`config.mk`:
```
export PLATFORM = sky130hd
export DESIGN_NAME = dsw_words
export DESIGN_NICKNAME = d
export VERILOG_FILES = /design/src/verilog/dsw_pkg.sv /design/src/verilog/dsw_words.sv
export SDC_FILE = /design/constraint.sdc
export NUM_CORES = 1
export LEC_CHECK = 0
export ABC_AREA = 1
export BUFFER_PORTS_ARGS = -buffer_cell sky130_fd_sc_hd__buf_2
export CAP_MARGIN = 20
export CELL_PAD_IN_SITES_DETAIL_PLACEMENT = 2
export CELL_PAD_IN_SITES_GLOBAL_PLACEMENT = 2
export CORE_MARGIN = 4
export CORE_UTILIZATION = 26
export DETAILED_ROUTE_END_ITERATION = 10
export GPL_TIMING_DRIVEN = 0
export HOLD_SLACK_MARGIN = 0.06
export PLACE_DENSITY_LB_ADDON = 0.1
export SYNTH_ARGS = -nofsm -noshare
export SYNTH_HDL_FRONTEND = slang
export SYNTH_SLANG_ARGS = --single-unit
```
`constraint.sdc`:
```
create_clock -name clock -period 5.6 [get_ports clock]
set_input_delay 1.4 -clock clock [delete_from_list [all_inputs] [get_ports clock]]
set_output_delay 1.4 -clock clock [all_outputs]
set_load 0.03 [all_outputs]
```
`src/verilog/dsw_pkg.sv`:
```
package dsw_pkg;

    // Word width of every cyclic process data word
    localparam int unsigned WORD_W = 16;

    // Telegram numbers that change the block's behaviour
    localparam logic [9:0] TELEGRAM_STD20  = 10'h014;  // Standard telegram 20
    localparam logic [9:0] TELEGRAM_CMD350 = 10'h15E;  // Telegram carrying command word three
    localparam logic [9:0] TELEGRAM_FREE   = 10'h3E7;  // Free interconnection, no word-by-word map
    localparam logic [9:0] TELEGRAM_RESET  = 10'h001;  // Selection assumed before the first clock

    // Status word one bit positions
    localparam int unsigned ST_READY_TO_START = 0;
    localparam int unsigned ST_READY          = 1;
    localparam int unsigned ST_OP_ENABLED     = 2;
    localparam int unsigned ST_FAULT          = 3;
    localparam int unsigned ST_NO_COAST_STOP  = 4;
    localparam int unsigned ST_NO_QUICK_STOP  = 5;
    localparam int unsigned ST_LOCKOUT        = 6;
    localparam int unsigned ST_ALARM          = 7;
    localparam int unsigned ST_SPEED_IN_TOL   = 8;
    localparam int unsigned ST_MASTER_REQ     = 9;
    localparam int unsigned ST_SPEED_REACHED  = 10;
    localparam int unsigned ST_LIMIT_REACHED  = 11;
    localparam int unsigned ST_BRAKE_OPEN     = 12;
    localparam int unsigned ST_NO_MOTOR_HOT   = 13;
    localparam int unsigned ST_CLOCKWISE      = 14;
    localparam int unsigned ST_BIT15          = 15;

    // Command word three field positions
    localparam int unsigned CW_FIXED_SP_LSB   = 0;   // Four bits, 0 to 3
    localparam int unsigned CW_MOTOR_SET_LSB  = 4;   // Two bits, 4 and 5
    localparam int unsigned CW_TECH_CTRL      = 8;
    localparam int unsigned CW_DC_BRAKE       = 9;
    localparam int unsigned CW_DROOP          = 11;
    localparam int unsigned CW_TORQUE_MODE    = 12;
    localparam int unsigned CW_NO_EXT_FAULT_N = 13;  // Active low external fault
    localparam int unsigned CW_CMD_SET_HI     = 15;

    // Status word value held until the first exchange
    localparam logic [WORD_W-1:0] STATUS_RESET = 16'h0000;

    // Drive state flags sampled into status word one
    typedef struct packed {
        logic power_on;
        logic electronics_ready;
        logic pulses_locked;
        logic on_command;
        logic fault_pending;
        logic operation_enabled;
        logic coast_stop_active;
        logic quick_stop_active;
        logic lockout_active;
        logic alarm_active;
        logic master_request;
        logic current_reached;
        logic torque_reached;
        logic brake_open;
        logic motor_overtemp_alarm;
        logic inverter_overload_alarm;
        logic command_set_low;
    } dsw_flags_t;

    // Decoded connections of command word three
    typedef struct packed {
        logic [3:0] fixed_setpoint_select;
        logic [1:0] motor_set_select;
        logic       tech_ctrl_enable;
        logic       dc_brake_enable;
        logic       droop_enable;
        logic       torque_mode;
        logic       external_fault;
        logic       command_set_high;
    } dsw_cmd_t;

    // Connections after reset or after leaving telegram 350: all zero, no external fault
    localparam dsw_cmd_t CMD_RESET = '{
        fixed_setpoint_select: 4'h0,
        motor_set_select:      2'h0,
        tech_ctrl_enable:      1'b0,
        dc_brake_enable:       1'b0,
        droop_enable:          1'b0,
        torque_mode:           1'b0,
        external_fault:        1'b0,
        command_set_high:      1'b0
    };

endpackage : dsw_pkg

```
`src/verilog/dsw_words.sv`:
```
`timescale 1ns/1ps
// Overview of operation
// - Status bit 0 set when powered, electronics initialised and pulses locked.
// - Status bit 1 set when on command present and no fault.
// - Status bit 2 set while operation is enabled and no fault is pending; motor follows setpoint.
// - Status bit 3 shows pending fault; controller acknowledges it via word one.
// - Status bits 4 and 5 high when no coast stop, no quick stop.
// - Status bit 6 shows switch-on lockout; needs ramp stop then fresh on.
// - Status bit 7 shows alarm; motor keeps running, no acknowledge needed.
// - Status bit 8 set when setpoint minus actual speed lies within tolerance.
// - Status bit 9 requests the controller to take over drive control.
// - Status bit 10 set when actual speed reaches comparison speed.
// - Status bit 11 set when current or torque comparison value reached.
// - Status bit 12 high opens holding brake, low closes it.
// - Status bit 13 active low; cleared during motor overtemperature alarm.
// - Status bit 14 set for positive speed, cleared for negative speed.
// - Command bits 0 to 3 select one of sixteen fixed setpoints.
// - Command bits 4 and 5 select the motor data set.
// - Command bit 8 enables technology controller; bit 9 enables DC braking.
// - Command bit 11 enables speed controller droop, low inhibits it.
// - Command bit 12 selects torque control, low selects speed control.
// - Command bit 13 active low; zero raises an external fault.
// - Command bit 15 is upper bit of the command set selector.
// - Leaving telegram 350 clears all command connections, external fault forced inactive.
// - Status word one is sent once per exchange cycle, except free telegram 999; command word three is taken only in telegram 350.
module dsw_words (
    // Clock and reset
    input  wire logic                        clock,
    input  wire logic                        rst,
    // Telegram selection
    input  wire logic [9:0]                  telegram_select,
    // Cyclic telegram exchange
    input  wire logic                        exchange_strobe,
    input  wire logic [dsw_pkg::WORD_W-1:0]  drive_command_word_three_in,
    output logic      [dsw_pkg::WORD_W-1:0]  drive_status_word_one,
    output logic                             status_valid,
    // Drive state
    input  wire dsw_pkg::dsw_flags_t         drive_flags,
    input  wire logic signed [15:0]          speed_setpoint,
    input  wire logic signed [15:0]          speed_actual,
    input  wire logic        [15:0]          speed_tolerance,
    input  wire logic signed [15:0]          compare_speed,
    // Decoded command connections
    output dsw_pkg::dsw_cmd_t                command_out,
    output logic             [1:0]           command_set_select
);
    import dsw_pkg::*;

    logic [9:0]        prev_telegram;
    logic              clockwise;
    logic              leave_350;
    logic              word_mapped;
    logic signed [16:0] speed_diff;
    logic        [16:0] speed_diff_abs;
    logic              speed_in_tol;
    logic              speed_reached;
    logic [WORD_W-1:0] next_status;
    dsw_cmd_t          next_command;

    // Turn a received command word into its connections; unused bits never read
    function automatic dsw_cmd_t decode_command(input logic [WORD_W-1:0] word);
        dsw_cmd_t c;
        c                       = CMD_RESET;
        c.fixed_setpoint_select = word[CW_FIXED_SP_LSB +: 4];
        c.motor_set_select      = word[CW_MOTOR_SET_LSB +: 2];
        c.tech_ctrl_enable      = word[CW_TECH_CTRL];
        c.dc_brake_enable       = word[CW_DC_BRAKE];
        c.droop_enable          = word[CW_DROOP];
        c.torque_mode           = word[CW_TORQUE_MODE];
        c.external_fault        = ~word[CW_NO_EXT_FAULT_N];
        c.command_set_high      = word[CW_CMD_SET_HI];
        // Bits 6, 7, 10 and 14 have no destination
        return c;
    endfunction : decode_command

    // Telegram seen on the previous clock, to spot a change
    always_ff @(posedge clock) begin
        if (rst) begin
            prev_telegram <= TELEGRAM_RESET;
        end else begin
            prev_telegram <= telegram_select;
        end
    end

    // Change of telegram away from 350 and word-by-word mapping
    assign leave_350   = (prev_telegram == TELEGRAM_CMD350) && (telegram_select != TELEGRAM_CMD350);
    assign word_mapped = (telegram_select != TELEGRAM_FREE);

    // Speed window: setpoint minus actual speed against the tolerance band
    always_comb begin
        speed_diff     = 17'(speed_setpoint) - 17'(speed_actual);
        speed_diff_abs = speed_diff[16] ? 17'(-speed_diff) : speed_diff;
        speed_in_tol   = (speed_diff_abs <= {1'b0, speed_tolerance});
        speed_reached  = (speed_actual >= compare_speed);
    end

    // Rotation sense, held while actual speed is exactly zero
    always_ff @(posedge clock) begin
        if (rst) begin
            clockwise <= 1'b0;
        end else if (speed_actual > 16'sh0000) begin
            clockwise <= 1'b1;
        end else if (speed_actual < 16'sh0000) begin
            clockwise <= 1'b0;
        end
    end

    // Assemble status word one from the live drive state
    always_comb begin
        next_status = '0;
        next_status[ST_READY_TO_START] = drive_flags.power_on & drive_flags.electronics_ready
                                         & drive_flags.pulses_locked;
        next_status[ST_READY]          = drive_flags.on_command & ~drive_flags.fault_pending;
        next_status[ST_OP_ENABLED]     = drive_flags.operation_enabled
                                         & ~drive_flags.fault_pending;
        next_status[ST_FAULT]          = drive_flags.fault_pending;
        next_status[ST_NO_COAST_STOP]  = ~drive_flags.coast_stop_active;
        next_status[ST_NO_QUICK_STOP]  = ~drive_flags.quick_stop_active;
        next_status[ST_LOCKOUT]        = drive_flags.lockout_active;
        next_status[ST_ALARM]          = drive_flags.alarm_active;
        next_status[ST_SPEED_IN_TOL]   = speed_in_tol;
        next_status[ST_MASTER_REQ]     = drive_flags.master_request;
        next_status[ST_SPEED_REACHED]  = speed_reached;
        next_status[ST_LIMIT_REACHED]  = drive_flags.current_reached | drive_flags.torque_reached;
        next_status[ST_BRAKE_OPEN]     = drive_flags.brake_open;
        next_status[ST_NO_MOTOR_HOT]   = ~drive_flags.motor_overtemp_alarm;
        next_status[ST_CLOCKWISE]      = clockwise;
        if (telegram_select == TELEGRAM_STD20) begin
            next_status[ST_BIT15] = drive_flags.command_set_low;
        end else begin
            next_status[ST_BIT15] = ~drive_flags.inverter_overload_alarm;
        end
    end

    // Send side: latch the status word once per exchange cycle, except in free telegram 999
    always_ff @(posedge clock) begin
        if (rst) begin
            drive_status_word_one <= STATUS_RESET;
            status_valid          <= 1'b0;
        end else begin
            status_valid <= exchange_strobe & word_mapped;
            if (exchange_strobe && word_mapped) begin
                drive_status_word_one <= next_status;
            end
        end
    end

    // Next command connections: cleared on leaving 350, captured only inside 350
    always_comb begin
        next_command = command_out;
        if (leave_350) begin
            next_command = CMD_RESET;
        end else if (exchange_strobe && telegram_select == TELEGRAM_CMD350) begin
            next_command = decode_command(drive_command_word_three_in);
        end
    end

    // Receive side: hold the decoded connections
    always_ff @(posedge clock) begin
        if (rst) begin
            command_out <= CMD_RESET;
        end else begin
            command_out <= next_command;
        end
    end

    // Full command set selector: upper bit from word three, lower from word one
    always_ff @(posedge clock) begin
        if (rst) begin
            command_set_select <= 2'h0;
        end else begin
            command_set_select <= {next_command.command_set_high, drive_flags.command_set_low};
        end
    end

endmodule : dsw_words

```
-- After elaboration in Yosys (flattened, before gate mapping)
Cells that the tools add are included.
- output and inout port bits: 31
- register bits: 42
- input bits: 110
- logic and storage cells: 47
- reduce and logical (&&, ||, !) cells: 5
- $lt $le $gt $ge: 4
- muxes and demuxes: 6
- add/subtract/negate cells: 2
- bitwise gates (word level): 12
- equality and inequality tests: 5
- operators with widths (operator ; number):
    10-bit by 9-bit equality test with 1-bit output (second input constant) ; 2
    17-bit by 16-bit less-or-equal comparator with 1-bit output ; 1
    17-bit two-way mux ; 1
    17-bit negator ; 1
    16-bit by 16-bit subtractor with 17-bit output ; 1
    16-bit >= comparator ; 1
    16-bit by 1-bit > comparator with 1-bit output (second input constant) ; 1
    16-bit by 1-bit less-than comparator with 1-bit output (second input constant) ; 1
    10-bit by 5-bit equality test with 1-bit output (second input constant) ; 1
    10-bit != test (second input constant) ; 1
    10-bit by 9-bit != test with 1-bit output (second input constant) ; 1
    1-bit inverter ; 6
    1-bit AND ; 5
    1-bit two-way mux ; 5
    1-bit logical AND ; 3
    2-bit nonzero test ; 1
    2-bit OR reduction ; 1
    1-bit OR ; 1

-- Longest topological paths before layout
- word-level depth: 4
- gate-level depth with buffers: 32

-- Worst setup path after synthesis
No wires, ideal clock.
- path type: input port to flip-flop
- start: input port speed_setpoint[0]
- end: register drive_status_word_one[8] in the netlist's numbering
- data arrival time: 4182 ps
- required time: 5472 ps
- stages on the path: 25
- library setup time: 128 ps
- setup slack: 1290 ps
- cell sequence: inv_1 > ha_1 > fa_1 > ha_1 > a21boi_0 > nand3_1 > nor2_1 > nand2_1 > nor2_4 > nand3_2 > nand2_2 > xnor2_1 > inv_1 > ha_1 > inv_1 > nor3_1 > nand2_1 > nand2_1 > nand2_1 > nand2_1 > nand2_1 > nand2_1 > nand2_1 > nand3_1 > a21oi_1
- cells in the longest elaborated chain, start to end: 4
- RTL lines (item ; line ; text):
    from (decl) ; dsw_words.sv:39 ; input wire logic signed [15:0] speed_setpoint,
    16-bit by 16-bit subtractor with 17-bit output * ; dsw_words.sv:91 ; speed_diff = 17'(speed_setpoint) - 17'(speed_actual);
    17-bit negator ; dsw_words.sv:92 ; speed_diff_abs = speed_diff[16] ? 17'(-speed_diff) : speed_diff;
    17-bit two-way mux * ; dsw_words.sv:92 ;
    17-bit by 16-bit less-or-equal comparator with 1-bit output * ; dsw_words.sv:93 ; speed_in_tol = (speed_diff_abs <= {1'b0, speed_tolerance});
    to (signal assigned) ; dsw_words.sv:143 ; drive_status_word_one <= next_status;
    to (decl) ; dsw_words.sv:35 ; output logic [dsw_pkg::WORD_W-1:0] drive_status_word_one,
Every way passes the cells marked *; elsewhere a longest branch is shown, timed or not.
A chain may end at the register's enable or synchronous reset.

-- Worst setup path after layout
- start: input port speed_actual[0]
- end: register drive_status_word_one[8] in the netlist's numbering
- cells in the longest elaborated chain, start to end: 4
- RTL lines (item ; line ; text):
    from (decl) ; dsw_words.sv:40 ; input wire logic signed [15:0] speed_actual,
    16-bit by 16-bit subtractor with 17-bit output * ; dsw_words.sv:91 ;
    17-bit negator ; dsw_words.sv:92 ;
    17-bit two-way mux * ; dsw_words.sv:92 ;
    17-bit by 16-bit less-or-equal comparator with 1-bit output * ; dsw_words.sv:93 ;
Marks and branches as above.

==> metrics.txt <==
vias in the first global route just under 5k; dpl hpwl ~13000 µm; final hold violation count 0; sequential-to-total area share from yosys stat 0.2104; initial antenna violation count 1; Setup crit end kind flip-flop; required time worst endpoint around 5.8 ns; die height roughly 130 µm; fmax ~0.22 GHz; largest net degree at the start of global routing 15; status complete, no violations; post-synthesis cell area a little under 4000 µm²; Final nets between 900 and 1k; crit-path max FO 3; period utilization 0.8284; Post-CTS Hold Fix Bufs 0; H-tree levels 2; Initial DRC Count 97; Initial Utilization 0.2674; final wirelength approximately 14000 µm; full die area approximately 17000 µm²; I/O pins about 140; postcts setup bufs 0; busiest grt layer met2; Max Cap Viol 0; Post-Route Setup TNS 0 ns; layout cells sized above 1 0.2425; gpl congestion 0.7656; number of distinct library cells after synthesis 42; first-pass GRT wire length between 20000 and 25000 µm; Mean Syn Cell Area between 6 and 7 µm²; Mapped Cells 624; grt met1 use 0.2030; crit path kind in -> reg; Post-Route Skew roughly 0.0085 ns; RSZ-0062 raised after global routing no; gr usage total 0.1669; port bufs approximately 140; Num CTS Buffers 5; area delta synth->final 27.68%; remaining global-route overflow 0; yosys warns 0; Fillers about 1.8k; clk slew on worst S/H paths about 0.070 ns; CTS tree built; minimum clock period between 4 and 5 ns; number of gates resized after cts 0; core area about 15000 µm²; worst slew pin tran around 0.91 ns; wire length per cell 14.79 µm; number of synthesized register bits 41; Slew headroom 0.3830; Worst Hold Class reg -> reg; clock latency on the worst-skew pair a little under 0.3 ns; DR vias/cell about 4.7; pre-CTS setup slack 0.6220 ns; syn nets a little under 800; area of the multi-input gates about 2500 µm²; Max VDD drop 0.1259 mV; setup ws final slightly below 1 ns; clock sinks 41; # rows 44; Layout Utilization 0.3414; via count between 4k and 5k; crit path DAT 4.80 ns; CTS max path bufs 2; Register Area a little over 800 µm²; # setup viols final 0; detailed-route DRC error count 0; DRT Pass-1 Iters 4; Cell Pwr Density 224.0 nW/µm²; fin. max-slew vios 0; root buffer cell clkbuf_16; ANT nets after route 0; GR Util met2 0.3050; P_leak around 2.9 nW; GR met3 Demand/Resource 0.03862; Worst setup SP type input port; Die W roughly 130 µm
-- layout by cell type (no fill, tap or decap), types with 7 or more instances in the layout --
master	n
nand3_1	28
buf_2	135
nand2_1	150
nand4_1	15
clkbuf_1	8
nand2_2	20
nor4_1	8
nor3_1	7
xor2_1	8
nor2_1	59
a21oi_1	44
inv_1	126
ha_1	49
dfxtp_1	41
o21ai_0	18
-- cell type report --
cell class                      instances  area share
Buffer                                 12     0.01281
Antenna cell                            1   0.0005024
Clock buffer                            5     0.02512
Timing Repair Buffer                  135      0.1356
Inverter                              130     0.09797
Tap cell                              184     0.04622
Clock inverter                          3    0.009294
Multi-Input combinational cell        441      0.5077
Sequential cell                        41      0.1648
-- sequential cells by signal, indices dropped and copies added (netlist names) --
signal and flops:
command_out 12, clockwise 1, prev_telegram 10, command_set_select 1
status_valid 1, drive_status_word_one 16
-- path summary, 6_finish.rpt --
check,start,to,slack (ns),cells after the start
setup / recovery,speed_actual[0],drive_status_word_one[8]$_SDFFE_PP0P_,0.96,25
hold reg to reg,command_out[1]$_SDFFE_PP0P_,command_out[1]$_SDFFE_PP0P_,0.46,2
setup reg to reg,prev_telegram[1]$_SDFF_PP0_,command_out[8]$_SDFFE_PP0P_,3.66,6
hold / removal,command_out[1]$_SDFFE_PP0P_,command_out[1]$_SDFFE_PP0P_,0.46,2
-- critical path: stages --
cell and delay, ns:
buf_2 0.13, ha_1 0.21, fa_1 0.53, ha_1 0.20, a21boi_0 0.20, nand3_1 0.12, nor2_1 0.10, nand2_1 0.10
nor2_4 0.15, nand3_2 0.13, nand2_2 0.10, xnor2_1 0.11, inv_1 0.06, ha_1 0.29, inv_1 0.06, nor3_1 0.27
nand2_1 0.09, nand2_1 0.07, nand2_1 0.05, nand2_1 0.05, nand2_1 0.05, nand2_1 0.06, nand2_1 0.09, nand3_1 0.10
a21oi_1 0.07
-- through the flow --
step | cell area [µm²] | hold WS (ns) | total power (W) | instances
2_1_floorplan | 3901 | 0.4762 | 0.0006431 | 624
3_3_place_gp | 4807 | 0.4450 | 0.0007725 | 943
3_5_place_dp | 4807 | 0.4520 | 0.0008013 | 943
4_1_cts | 4979 | 0.4612 | 0.001141 | 951
5_1_grt | 4979 | 0.4789 | 0.001225 | 951
6_report | 4981 | 0.4595 | 0.001116 | 952
-- where the power goes --
| part | switching, W | internal (W) | leakage, nW |
|---|---|---|---|
| Combinational | 0.000294 | 0.000179 | 2.46 |
| Clock | 0.000122 | 0.000211 | 0.0800 |
| Sequential | 0.00000531 | 0.000305 | 0.338 |
| Total | 0.000421 | 0.000695 | 2.87 |
-- cells in the mapped netlist (all sizes together) --
library cell / count / area (µm²)
nor2: 63 / 251.5
nand2: 172 / 710.7
or2: 2 / 12.52
a31o: 1 / 8.760
a31oi: 1 / 6.260
xor2: 9 / 86.34
nand3b: 5 / 41.29
dfxtp: 41 / 820.8
and2: 2 / 15.02
o211ai: 1 / 7.510
ha: 49 / 613.1
nand3: 30 / 160.2
o21a: 1 / 7.510
nor3: 7 / 35.03
fa: 1 / 20.02
buf: 4 / 33.78
a41oi: 1 / 8.760
o21ai: 20 / 103.9
xnor2: 4 / 35.03
nand4: 15 / 93.84
a21oi: 46 / 237.7
inv: 130 / 488.0
clkbuf: 8 / 30.03
a21boi: 1 / 7.510
nor4: 8 / 50.05
a211oi: 1 / 7.510
o41ai: 1 / 8.760
-- cells by family after synthesis --
| family | after synthesis | synth area share |
|---|---|---|
| compound gates | 74 | 0.1036 |
| xor+xnor | 13 | 0.03111 |
| fa+ha+maj | 50 | 0.1623 |
| buf+inv | 142 | 0.1414 |
| flops | 41 | 0.2104 |
| simple gates | 304 | 0.3512 |
-- metal layers --
| metal | share of wire | vias up |
|---|---|---|
| li1 | - | 2246 |
| met1 | 0.43 | 2080 |
| met2 | 0.51 | 107 |
| met3 | 0.054 | 11 |
| met4 | 0.0065 | 2 |
| met5 | 0.00092 | - |
No activity file was read; power rests on OpenSTA's default activity.
